**src/common/rcp_regs.svh**
```systemverilog
// Constants of the reader host command port
`ifndef RCP_REGS_SVH
`define RCP_REGS_SVH

// Serial link timing
`define RCP_CLK_HZ      100000000
`define RCP_BAUD_HZ     9600
`define RCP_FRAME_BITS  4'hA
`define RCP_DATA_LAST   3'h7

// Characters
`define RCP_CH_SOM      8'h23
`define RCP_CH_CR       8'h0D
`define RCP_CH_LF       8'h0A
`define RCP_CH_ZERO     8'h30
`define RCP_CH_HEXA     8'h37
`define RCP_CH_M        8'h4D

// Command codes as {digit count, digits}
`define RCP_CMD_CMDMODE {3'h2, 24'h000001}
`define RCP_CMD_DATA    {3'h2, 24'h000000}
`define RCP_CMD_VER     {3'h3, 24'h000505}
`define RCP_CMD_RFON    {3'h4, 24'h006401}
`define RCP_CMD_ALLID   {3'h2, 24'h000040}
`define RCP_CMD_AUXON   {3'h3, 24'h000311}
`define RCP_CMD_AUXOFF  {3'h3, 24'h000310}
`define RCP_CMD_MAXLEN  3'h6

// Message texts and last character indices
`define RCP_TXT_MODEL   "Model RDR Ver 1.00 SN"
`define RCP_TXT_BOOT    "Model BOOT Ver 0.00 A"
`define RCP_TXT_DONE    "#Done"
`define RCP_TXT_LAST    5'h14
`define RCP_DONE_LAST   5'h04
`define RCP_SN_LAST     5'h05
`define RCP_HEX_LAST    5'h07
`define RCP_AUX_LAST    5'h01

`endif

```
**src/common/rcp_pkg.sv**
```systemverilog
// Types of the reader host command port
package rcp_pkg;
	typedef struct packed {
		logic [31:0] id;
		logic [7:0]  aux;
	} rcp_tag_t;

	typedef enum logic [3:0] {
		RX_IDLE  = 4'h1,
		RX_START = 4'h2,
		RX_DATA  = 4'h4,
		RX_STOP  = 4'h8
	} rcp_rx_t;

	typedef enum logic [1:0] {
		P_IDLE = 2'h1,
		P_COLL = 2'h2
	} rcp_prs_t;

	typedef enum logic [7:0] {
		PH_IDLE = 8'h01,
		PH_HASH = 8'h02,
		PH_TEXT = 8'h04,
		PH_SN   = 8'h08,
		PH_HEX  = 8'h10,
		PH_AUX  = 8'h20,
		PH_CR   = 8'h40,
		PH_LF   = 8'h80
	} rcp_phase_t;

	typedef enum logic [4:0] {
		MSG_SIGNON = 5'h01,
		MSG_BOOT   = 5'h02,
		MSG_DONE   = 5'h04,
		MSG_VER    = 5'h08,
		MSG_TAG    = 5'h10
	} rcp_msg_t;
endpackage

```
**src/rcp_fifo.sv**
```systemverilog
// Tag report FIFO with valid/ready on both sides
`timescale 1ns/1ps
`default_nettype none
module rcp_fifo #(
	parameter int WIDTH = 40,
	parameter int DEPTH = 4,
	localparam int AW = $clog2(DEPTH)
) (
	// Clock and reset
	input  wire logic             clk,
	input  wire logic             rst,
	// Fill side
	input  wire logic             in_valid,
	output logic                  in_ready,
	input  wire logic [WIDTH-1:0] in_data,
	// Drain side
	output logic                  out_valid,
	input  wire logic             out_ready,
	output logic [WIDTH-1:0]      out_data
);
	logic [WIDTH-1:0] mem [DEPTH];
	logic [AW-1:0]    wp;
	logic [AW-1:0]    rp;
	logic [AW-1:0]    next_wp;
	logic [AW-1:0]    next_rp;
	logic [AW:0]      cnt;
	logic [AW:0]      next_cnt;
	logic             next_in_ready;
	logic             push;
	logic             pop;

	assign push = in_valid && in_ready;
	assign pop = out_valid && out_ready;
	assign out_valid = cnt != '0;
	assign out_data = mem[rp];

	always_comb begin
		next_wp = wp;
		next_rp = rp;
		next_cnt = cnt;
		if (push) begin
			next_wp = (wp == AW'(DEPTH - 1)) ? '0 : wp + AW'(1);
		end
		if (pop) begin
			next_rp = (rp == AW'(DEPTH - 1)) ? '0 : rp + AW'(1);
		end
		if (push && !pop) begin
			next_cnt = cnt + (AW+1)'(1);
		end else if (pop && !push) begin
			next_cnt = cnt - (AW+1)'(1);
		end
		// Ready is registered so back-pressure reaches the source cleanly
		next_in_ready = next_cnt < (AW+1)'(DEPTH);
	end

	always_ff @(posedge clk or posedge rst) begin
		if (rst) begin
			wp <= '0;
			rp <= '0;
			cnt <= '0;
			in_ready <= 1'b1;
		end else begin
			wp <= next_wp;
			rp <= next_rp;
			cnt <= next_cnt;
			in_ready <= next_in_ready;
		end
	end

	always_ff @(posedge clk) begin
		if (push) begin
			mem[wp] <= in_data;
		end
	end
endmodule
`default_nettype wire

```
**src/rcp_host_port.sv**
```systemverilog
// Reader host command port: serial framing, commands, sign-on and tag reports
// Operation
// RULE1: Host uses 9600 baud, 8 data bits, no parity, 1 stop bit.
// RULE2: After power-up send one message: sign-on text or boot failure text.
// RULE3: Sign-on serial number is six digits; all zeros is reported invalid.
// RULE4: Failed checksum reports boot version 0.00 without serial, then download mode.
// RULE5: Commands begin with the start character and end with carriage return.
// RULE6: Code 01 enters command mode and answers the done text with CR LF.
// RULE7: Code 505 answers model, version and serial number with CR LF.
// RULE8: Code 00 returns to data mode and answers the done text with CR LF.
// RULE9: Sequence 01, 6401, 40, 00 leaves the transmitter on continuously.
// RULE10: Data mode sends each read tag as its own report, one after another.
// RULE11: Code 311 appends auxiliary data to reports, 310 removes it; off at reset.
// RULE12: In Wiegand mode commands still arrive over the serial link.
// RULE13: Code 40 disables the uniqueness check so every tag is reported.
// RULE14: Discard characters until start character; a new start restarts the line.
`timescale 1ns/1ps
`default_nettype none
`include "rcp_regs.svh"
module rcp_host_port
	import rcp_pkg::*;
#(
	parameter int BAUD_DIV = `RCP_CLK_HZ / `RCP_BAUD_HZ,
	parameter int FIFO_DEPTH = 4
) (
	// Clock and reset
	input  wire logic       CLK,
	input  wire logic       RST,
	// Serial link
	input  wire logic       UART_RX,
	output logic            UART_TX,
	// Boot status and identity
	input  wire logic       CSUM_OK,
	input  wire logic [23:0] SERIAL_BCD,
	// Tag reports from the decoder
	input  wire logic       TAG_VALID,
	output logic            TAG_READY,
	input  wire rcp_tag_t   TAG_IN,
	// Mode outputs
	output logic            CMD_MODE,
	output logic            RF_ON,
	output logic            AUX_EN,
	output logic            UNIQUE_EN,
	output logic            DOWNLOAD,
	output logic            SN_INVALID
);
	localparam logic [15:0] DIV_M1 = 16'(BAUD_DIV - 1);
	localparam logic [15:0] DIV_HALF = 16'(BAUD_DIV / 2);
	localparam logic [8*21-1:0] TXT_MODEL = `RCP_TXT_MODEL;
	localparam logic [8*21-1:0] TXT_BOOT = `RCP_TXT_BOOT;
	localparam logic [8*5-1:0] TXT_DONE = `RCP_TXT_DONE;

	function automatic logic [7:0] hex_char(input logic [3:0] n);
		hex_char = (n < 4'hA) ? `RCP_CH_ZERO + 8'(n) : `RCP_CH_HEXA + 8'(n);
	endfunction

	// Receive synchroniser and deframer
	logic        rx_s1;
	logic        rx_s2;
	rcp_rx_t     rx_st;
	rcp_rx_t     next_rx_st;
	logic [15:0] rx_cnt;
	logic [15:0] next_rx_cnt;
	logic [2:0]  rx_bit;
	logic [2:0]  next_rx_bit;
	logic [7:0]  rx_byte;
	logic [7:0]  next_rx_byte;
	logic        rx_stb;
	logic        next_rx_stb;

	always_comb begin
		next_rx_st = rx_st;
		next_rx_cnt = (rx_cnt != '0) ? rx_cnt - 16'h0001 : rx_cnt;
		next_rx_bit = rx_bit;
		next_rx_byte = rx_byte;
		next_rx_stb = 1'b0;
		case (rx_st)
			RX_IDLE: begin
				if (!rx_s2) begin
					next_rx_st = RX_START;
					next_rx_cnt = DIV_HALF;
				end
			end
			RX_START: begin
				if (rx_cnt == '0) begin
					next_rx_st = rx_s2 ? RX_IDLE : RX_DATA;
					next_rx_cnt = DIV_M1;
					next_rx_bit = '0;
				end
			end
			RX_DATA: begin
				if (rx_cnt == '0) begin
					next_rx_byte = {rx_s2, rx_byte[7:1]};
					next_rx_bit = rx_bit + 3'h1;
					next_rx_cnt = DIV_M1;
					if (rx_bit == `RCP_DATA_LAST) begin
						next_rx_st = RX_STOP;
					end
				end
			end
			RX_STOP: begin
				if (rx_cnt == '0) begin
					// A low stop bit is a framing error and the byte is dropped
					next_rx_stb = rx_s2; // RULE1
					next_rx_st = RX_IDLE;
				end
			end
			default: next_rx_st = RX_IDLE;
		endcase
	end

	always_ff @(posedge CLK or posedge RST) begin
		if (RST) begin
			rx_s1 <= 1'b1;
			rx_s2 <= 1'b1;
			rx_st <= RX_IDLE;
			rx_cnt <= '0;
			rx_bit <= '0;
			rx_byte <= '0;
			rx_stb <= 1'b0;
		end else begin
			rx_s1 <= UART_RX;
			rx_s2 <= rx_s1;
			rx_st <= next_rx_st;
			rx_cnt <= next_rx_cnt;
			rx_bit <= next_rx_bit;
			rx_byte <= next_rx_byte;
			rx_stb <= next_rx_stb;
		end
	end

	// Command line parser
	rcp_prs_t    p_st;
	rcp_prs_t    next_p_st;
	logic [23:0] digits;
	logic [23:0] next_digits;
	logic [2:0]  dcnt;
	logic [2:0]  next_dcnt;
	logic        ovf;
	logic        next_ovf;
	logic        cmd_hit;
	logic [26:0] code;

	assign code = {dcnt, digits};
	assign cmd_hit = rx_stb && (p_st == P_COLL) && (rx_byte == `RCP_CH_CR) && !ovf && !DOWNLOAD;

	always_comb begin
		next_p_st = p_st;
		next_digits = digits;
		next_dcnt = dcnt;
		next_ovf = ovf;
		if (rx_stb) begin
			case (p_st)
				P_IDLE: begin
					if (rx_byte == `RCP_CH_SOM) begin // RULE5 RULE14
						next_p_st = P_COLL;
						next_digits = '0;
						next_dcnt = '0;
						next_ovf = 1'b0;
					end
				end
				P_COLL: begin
					if (rx_byte == `RCP_CH_SOM) begin // RULE14
						next_digits = '0;
						next_dcnt = '0;
						next_ovf = 1'b0;
					end else if (rx_byte == `RCP_CH_CR) begin // RULE5
						next_p_st = P_IDLE;
					end else if (dcnt == `RCP_CMD_MAXLEN) begin
						next_ovf = 1'b1;
					end else begin
						next_digits = {digits[19:0], rx_byte[3:0]};
						next_dcnt = dcnt + 3'h1;
					end
				end
				default: next_p_st = P_IDLE;
			endcase
		end
	end

	always_ff @(posedge CLK or posedge RST) begin
		if (RST) begin
			p_st <= P_IDLE;
			digits <= '0;
			dcnt <= '0;
			ovf <= 1'b0;
		end else begin
			p_st <= next_p_st;
			digits <= next_digits;
			dcnt <= next_dcnt;
			ovf <= next_ovf;
		end
	end

	// Tag FIFO
	rcp_tag_t   fifo_data;
	logic       fifo_valid;
	logic       fifo_pop;

	rcp_fifo #(
		.WIDTH ($bits(rcp_tag_t)),
		.DEPTH (FIFO_DEPTH)
	) u_fifo (
		.clk       (CLK),
		.rst       (RST),
		.in_valid  (TAG_VALID),
		.in_ready  (TAG_READY),
		.in_data   (TAG_IN),
		.out_valid (fifo_valid),
		.out_ready (fifo_pop),
		.out_data  (fifo_data)
	);

	// Message emitter and transmitter
	rcp_phase_t  ph;
	rcp_phase_t  next_ph;
	rcp_msg_t    kind;
	rcp_msg_t    next_kind;
	logic [4:0]  idx;
	logic [4:0]  next_idx;
	rcp_tag_t    tag_q;
	rcp_tag_t    next_tag_q;
	logic [31:0] last_id;
	logic [31:0] next_last_id;
	logic        have_last;
	logic        next_have_last;
	logic        boot_pend;
	logic        next_boot_pend;
	logic        resp_done;
	logic        next_resp_done;
	logic        resp_ver;
	logic        next_resp_ver;
	logic        next_cmd_mode;
	logic        next_rf_on;
	logic        next_aux_en;
	logic        next_unique_en;
	logic        next_download;
	logic [9:0]  tx_sh;
	logic [9:0]  next_tx_sh;
	logic [15:0] tx_cnt;
	logic [15:0] next_tx_cnt;
	logic [3:0]  tx_bits;
	logic [3:0]  next_tx_bits;
	logic        tx_load;
	logic        next_sn_invalid;
	logic [7:0]  cur_char;
	logic [4:0]  last_idx;
	logic        first_tx;
	logic        next_first_tx;

	assign tx_load = (ph != PH_IDLE) && (tx_bits == '0);
	assign UART_TX = tx_sh[0];
	// Pending replies already hold tags back, so no loop through the emitter is needed
	assign fifo_pop = (ph == PH_IDLE) && !DOWNLOAD && !boot_pend
		&& !resp_ver && !resp_done && !CMD_MODE && fifo_valid; // RULE10

	always_comb begin
		cur_char = `RCP_CH_LF;
		last_idx = '0;
		case (ph)
			PH_HASH: cur_char = `RCP_CH_SOM;
			PH_TEXT: begin
				if (kind == MSG_DONE) begin
					cur_char = TXT_DONE[8*(`RCP_DONE_LAST - idx) +: 8];
					last_idx = `RCP_DONE_LAST;
				end else begin
					cur_char = (kind == MSG_BOOT) ? TXT_BOOT[8*(`RCP_TXT_LAST - idx) +: 8]
						: TXT_MODEL[8*(`RCP_TXT_LAST - idx) +: 8]; // RULE4
					last_idx = `RCP_TXT_LAST;
				end
			end
			PH_SN: begin
				cur_char = `RCP_CH_ZERO + 8'(SERIAL_BCD[4*(`RCP_SN_LAST - idx) +: 4]); // RULE3
				last_idx = `RCP_SN_LAST;
			end
			PH_HEX: begin
				cur_char = hex_char(tag_q.id[4*(`RCP_HEX_LAST - idx) +: 4]);
				last_idx = `RCP_HEX_LAST;
			end
			PH_AUX: begin
				cur_char = hex_char(tag_q.aux[4*(`RCP_AUX_LAST - idx) +: 4]);
				last_idx = `RCP_AUX_LAST;
			end
			PH_CR: cur_char = `RCP_CH_CR;
			default: cur_char = `RCP_CH_LF;
		endcase
	end

	always_comb begin
		next_ph = ph;
		next_kind = kind;
		next_idx = idx;
		next_tag_q = tag_q;
		next_last_id = last_id;
		next_have_last = have_last;
		next_boot_pend = boot_pend;
		next_resp_done = resp_done;
		next_resp_ver = resp_ver;
		next_cmd_mode = CMD_MODE;
		next_rf_on = RF_ON;
		next_aux_en = AUX_EN;
		next_unique_en = UNIQUE_EN;
		next_download = DOWNLOAD;
		next_sn_invalid = SERIAL_BCD == '0; // RULE3
		next_first_tx = first_tx && !tx_load;
		if (ph == PH_IDLE && !DOWNLOAD) begin
			if (boot_pend) begin
				// Checksum level is caught on the first clock after reset release
				next_boot_pend = 1'b0;
				next_kind = CSUM_OK ? MSG_SIGNON : MSG_BOOT; // RULE2 RULE4
				next_ph = PH_TEXT;
			end else if (resp_ver) begin
				next_resp_ver = 1'b0;
				next_kind = MSG_VER;
				next_ph = PH_HASH; // RULE7
			end else if (resp_done) begin
				next_resp_done = 1'b0;
				next_kind = MSG_DONE;
				next_ph = PH_TEXT;
			end else if (fifo_pop) begin
				if (!(UNIQUE_EN && have_last && fifo_data.id == last_id)) begin // RULE13
					next_kind = MSG_TAG;
					next_ph = PH_HEX; // RULE10
					next_tag_q = fifo_data;
					next_last_id = fifo_data.id;
					next_have_last = 1'b1;
				end
			end
			next_idx = '0;
		end else if (tx_load) begin
			next_idx = idx + 5'h01;
			if (idx == last_idx) begin
				next_idx = '0;
				case (ph)
					PH_HASH: next_ph = PH_TEXT;
					PH_TEXT: next_ph = (kind == MSG_SIGNON || kind == MSG_VER) ? PH_SN : PH_CR;
					PH_SN: next_ph = PH_CR;
					PH_HEX: next_ph = AUX_EN ? PH_AUX : PH_CR; // RULE11
					PH_AUX: next_ph = PH_CR;
					PH_CR: next_ph = PH_LF;
					PH_LF: begin
						next_ph = PH_IDLE;
						if (kind == MSG_BOOT) begin
							next_download = 1'b1; // RULE4
						end
					end
					default: next_ph = PH_IDLE;
				endcase
			end
		end
		if (cmd_hit) begin
			if (code == `RCP_CMD_CMDMODE) begin
				next_cmd_mode = 1'b1; // RULE6
				next_resp_done = 1'b1;
			end else if (code == `RCP_CMD_DATA) begin
				next_cmd_mode = 1'b0; // RULE8
				next_resp_done = 1'b1;
			end else if (CMD_MODE) begin
				case (code)
					`RCP_CMD_VER: next_resp_ver = 1'b1; // RULE7
					`RCP_CMD_RFON: next_rf_on = 1'b1; // RULE9
					`RCP_CMD_ALLID: next_unique_en = 1'b0; // RULE13 RULE9
					`RCP_CMD_AUXON: next_aux_en = 1'b1; // RULE11
					`RCP_CMD_AUXOFF: next_aux_en = 1'b0; // RULE11
					default: next_aux_en = AUX_EN;
				endcase
			end
		end
	end

	always_comb begin
		next_tx_sh = tx_sh;
		next_tx_cnt = tx_cnt;
		next_tx_bits = tx_bits;
		if (tx_load) begin
			next_tx_sh = {1'b1, cur_char, 1'b0}; // RULE1
			next_tx_cnt = DIV_M1;
			next_tx_bits = `RCP_FRAME_BITS;
		end else if (tx_bits != '0) begin
			if (tx_cnt == '0) begin
				next_tx_sh = {1'b1, tx_sh[9:1]};
				next_tx_cnt = DIV_M1;
				next_tx_bits = tx_bits - 4'h1;
			end else begin
				next_tx_cnt = tx_cnt - 16'h0001;
			end
		end
	end

	always_ff @(posedge CLK or posedge RST) begin
		if (RST) begin
			ph <= PH_IDLE;
			kind <= MSG_SIGNON;
			idx <= '0;
			tag_q <= '0;
			last_id <= '0;
			have_last <= 1'b0;
			boot_pend <= 1'b1;
			resp_done <= 1'b0;
			resp_ver <= 1'b0;
			CMD_MODE <= 1'b0;
			RF_ON <= 1'b0;
			AUX_EN <= 1'b0;
			UNIQUE_EN <= 1'b1;
			DOWNLOAD <= 1'b0;
			SN_INVALID <= 1'b0;
			tx_sh <= 10'h3FF;
			tx_cnt <= '0;
			tx_bits <= '0;
			first_tx <= 1'b1;
		end else begin
			ph <= next_ph;
			kind <= next_kind;
			idx <= next_idx;
			tag_q <= next_tag_q;
			last_id <= next_last_id;
			have_last <= next_have_last;
			boot_pend <= next_boot_pend;
			resp_done <= next_resp_done;
			resp_ver <= next_resp_ver;
			CMD_MODE <= next_cmd_mode;
			RF_ON <= next_rf_on;
			AUX_EN <= next_aux_en;
			UNIQUE_EN <= next_unique_en;
			DOWNLOAD <= next_download;
			SN_INVALID <= next_sn_invalid;
			tx_sh <= next_tx_sh;
			tx_cnt <= next_tx_cnt;
			tx_bits <= next_tx_bits;
			first_tx <= next_first_tx;
		end
	end
endmodule
`default_nettype wire

```
**config.mk**
```make
export PLATFORM = sky130hd
export DESIGN_NAME = rcp_host_port
export DESIGN_NICKNAME = d
export VERILOG_FILES = /design/src/common/rcp_pkg.sv /design/src/rcp_fifo.sv /design/src/rcp_host_port.sv
export VERILOG_INCLUDE_DIRS = /design/src /design/src/common
export SDC_FILE = /design/constraint.sdc
export NUM_CORES = 1
export LEC_CHECK = 0
export BUFFER_PORTS_ARGS = -buffer_cell sky130_fd_sc_hd__buf_2
export CAP_MARGIN = 20
export CORE_ASPECT_RATIO = 0.9
export CORE_UTILIZATION = 55
export DETAILED_ROUTE_END_ITERATION = 6
export HOLD_SLACK_MARGIN = 0.02
export PLACE_DENSITY = 0.75
export SYNTH_ARGS = -nofsm -noshare
export SYNTH_HDL_FRONTEND = slang
export SYNTH_SLANG_ARGS = --single-unit
```
**constraint.sdc**
```tcl
create_clock -name CLK -period 5.4 [get_ports CLK]
set_input_delay 0.81 -clock CLK [delete_from_list [all_inputs] [get_ports CLK]]
set_output_delay 0.81 -clock CLK [all_outputs]
set_load 0.02 [all_outputs]
```
==> flow_summary_export.csv <==
group,metric,value,unit
worst_setup_path,cp_max_fo,32,
floorplan,rows,58,
logic_synthesis,synth-main-ff-cell,"edfxtp_1",
power,pwr_density_cell,430.7,mW/mm2
cells_and_area,nFillCells,2091,
worst_setup_path,crit_type,"reg2reg",
flow_run,maxCapViolations,0,
power,vdd_ir_drop_max,0.0003434,V
logic_synthesis,netlist_instances,1245,
floorplan,floorplan.initialDensity,56.45,%
worst_setup_path,crit_path_start_kind,"register",
place,io_buffer_count,76,
worst_setup_path,crit_chain,"buf_4 > mux4_2 > xnor2_1 > nand4_1 > nor3_2 > and2_4 > nor2_4 > buf_4 > mux2_2",
cells_and_area,multi_input_area,0.006461,mm2
cells_and_area,fin_nets,1416,
logic_synthesis,yosys_register_bits,329,
place,placed_area,0.01656,mm2
sta,min_period_over_period,77.21,%
worst_hold_path,min_path_type,"reg2reg",
cells_and_area,seqCellArea,0.009060,mm2
detailed_routing,ant_nets,0,
sta,rsz0062_at_grt,"no",
sta,period_minus_slack,4.169,ns
worst_setup_path,cp-end-kind,"register",
cells_and_area,drive_above_1_share,20.40,%
floorplan,die_width,181.2,um
logic_synthesis,synth-edff-count,160,
sta,skew,0.02295,ns
clock_tree,htree_levels,2,
grt,track_usage,23.13,%
grt,grt_pass1_vias,10290,
detailed_routing,drtIter0Drc,1029,
logic_synthesis,ys_types,82,
worst_setup_path,startpoint,"u_fifo.rp[0]$_DFFE_PP0P_",
outcome,outcome,"complete, no violations",
sta,hold_viol,0,
floorplan,ioPinCount,77,
sta,final_max_slew_viol_count,0,
grt,grt_first_pass_wirelength,54340,um
clock_tree,ctsHoldBuffers,0,
logic_synthesis,synth_area,0.01589,mm2
clock_tree,clkTransAtPathRegs,0.06,ns
worst_setup_path,required,5.80,ns
place,dpl.hpwl,21990,um
cells_and_area,design_area,0.01770,mm2
detailed_routing,via_per_inst,6.228,
clock_tree,insertion_delay,0.53,ns
logic_synthesis,synth_nets,1344,
logic_synthesis,syn_avg_cell_area,12.77,um2
worst_setup_path,slowest_delay,0.99,ns
detailed_routing,dr.pass1.iters,5,
worst_setup_path,worst_path_most_repeated_cell,"buf_4",
floorplan,die_area,0.02958,mm2
grt,grt_overflow_total,0,
worst_setup_path,slowest_stage,"dfrtp_2",
detailed_routing,drc_errors,0,
clock_tree,postCtsResizedCells,0,
worst_setup_path,r2r_slack,1.23,ns
detailed_routing,vias,10610,
sta,fmaxAchievable,0.2398,GHz
floorplan,die_y,163.3,um
cells_and_area,layout_commonest_cell,"edfxtp_1",
clock_tree,numCtsBuffers,34,
sta,slew_headroom,27.62,%
worst_hold_path,min_to,"rx_s2$_DFF_PP1_",
logic_synthesis,yosys_warnings,0,
logic_synthesis,synthArstFlopShare,51.37,%
floorplan,fp.coreArea,0.02816,mm2
worst_setup_path,reg2reg_to,"tag_q[7]$_DFFE_PP0P_",
grt,antenna_found_initial,0,
sta,worst_pin_slew,1.086,ns
clock_tree,postCtsSetupBuffers,0,
clock_tree,clk_path_buf_depth,3,
detailed_routing,wirelength,33500,um
cells_and_area,area_delta_synth_final,11.34,%
cells_and_area,most-common-layout-cells,"160 x edfxtp_1, 148 x dfrtp_1, 115 x nand2_1, 79 x nor2_1, 76 x buf_2",
clock_tree,cts_root_buf,"clkbuf_16",
grt,grt_max_degree,94,
place,place_congestion,1.002,
logic_synthesis,seq_area_frac_synth,56.98,%
worst_hold_path,holdPathStages,0,
worst_hold_path,min_from,"rx_s1$_DFF_PP1_",
power,leakagePower,6.854,nW
worst_setup_path,rr_worst_depth,9,
sta,fin_setup_tns,0,ns
sta,setup_viol,0,
worst_setup_path,r2r-start,"u_fifo.rp[0]$_DFFE_PP0P_",
clock_tree,cts.sinks,329,
clock_tree,cts_tree,"built",
detailed_routing,detail_route.wl_per_cell,19.66,um
worst_setup_path,arrival,4.57,ns
==> flip-flops by register name, summed over array words and instances (netlist names), 3 cells and up <==
| register | count |
|---|---|
| dcnt | 3 |
| idx | 5 |
| digits | 24 |
| rx_bit | 3 |
| ph | 8 |
| rx_byte | 8 |
| tx_cnt | 16 |
| last_id | 32 |
| rx_st | 4 |
| u_fifo.cnt | 3 |
| tag_q | 8 |
| rx_cnt | 16 |
| kind | 5 |
| tx_bits | 4 |
| u_fifo.mem | 160 |
| tx_sh | 9 |
==> layer usage <==
layer / global-route usage (%) / vias to the layer above / part of all wire [%]
li1: - / 4880 / -
met1: 33.19 / 5312 / 45
met2: 37.53 / 372 / 47
met3: 3.211 / 49 / 6.0
met4: 5.701 / 0 / 1.7
met5: 0 / - / 0
==> cell type report <==
type | instances | area share [%]
multi-input cells | 831 | 36.51
diodes | 1 | 0.01414
inverters | 34 | 0.7494
repair buffers | 87 | 2.828
flip-flops and latches | 329 | 51.19
clock buffers | 49 | 5.352
well taps | 360 | 2.545
clock inverters | 13 | 0.8060
==> power breakdown <==
part,internal [mW],switching [mW]
combinational,0.958,0.900
clock,1.29,0.989
sequential,3.07,0.417
==> worst max-delay path: cells and delay by family (launching register included) <==
family | cells | cell delay [ns]
simple gates | 4 | 0.89
flops | 1 | 0.99
buf+inv | 2 | 1.00
xor+xnor | 1 | 0.15
mux | 2 | 0.98
==> synthesized netlist by cell type (29+ instances only) <==
master	count	share of area [%]
mux2i_1	30	1.9
o21ai_0	62	2.0
dfrtp_1	151	24
inv_1	32	0.76
edfxtp_1	160	30
a22o_1	29	1.6
mux4_2	44	6.2
nand3_1	34	1.1
ha_1	30	2.4
nor3_1	29	0.91
mux2_4	37	3.5
a21oi_1	45	1.4
xnor2_1	42	2.3
nor2_1	79	1.9
nand2_1	115	2.7
==> cell families after synthesis <==
logic type	after synthesis	share of synthesized area [%]
AND/OR/NAND/NOR	378	12.01
buffers and inverters	85	2.401
XOR/XNOR	57	3.141
adder cells (fa/ha/maj)	30	2.362
multiplexers	128	12.82
AO/OA/AOI/OAI	238	10.28
flip-flops	329	56.98
==> worst max path at each step <==
stage | end | cells after the start
2_1_floorplan | AUX_EN$_DFFE_PP0P_ | 1
3_3_place_gp | tag_q[7]$_DFFE_PP0P_ | 9
3_5_place_dp | tag_q[7]$_DFFE_PP0P_ | 9
4_1_cts | tag_q[7]$_DFFE_PP0P_ | 9
5_1_grt | tag_q[7]$_DFFE_PP0P_ | 9
6_report | tag_q[7]$_DFFE_PP0P_ | 9
==> metrics by stage <==
step,power [mW],hold slack (ns),cells,worst slack [ns],utilization (%)
3_5_place_dp,5.358,0.3487,1639,1.233,58.83
6_report,7.622,0.3572,1704,1.231,62.85
2_1_floorplan,4.861,0.3452,1245,0.04470,-
5_1_grt,7.968,0.3658,1703,1.028,62.84
4_1_cts,7.656,0.3574,1701,1.181,62.70
3_3_place_gp,5.286,0.3477,1639,1.342,58.83
Power figures use the tool's default switching activity.
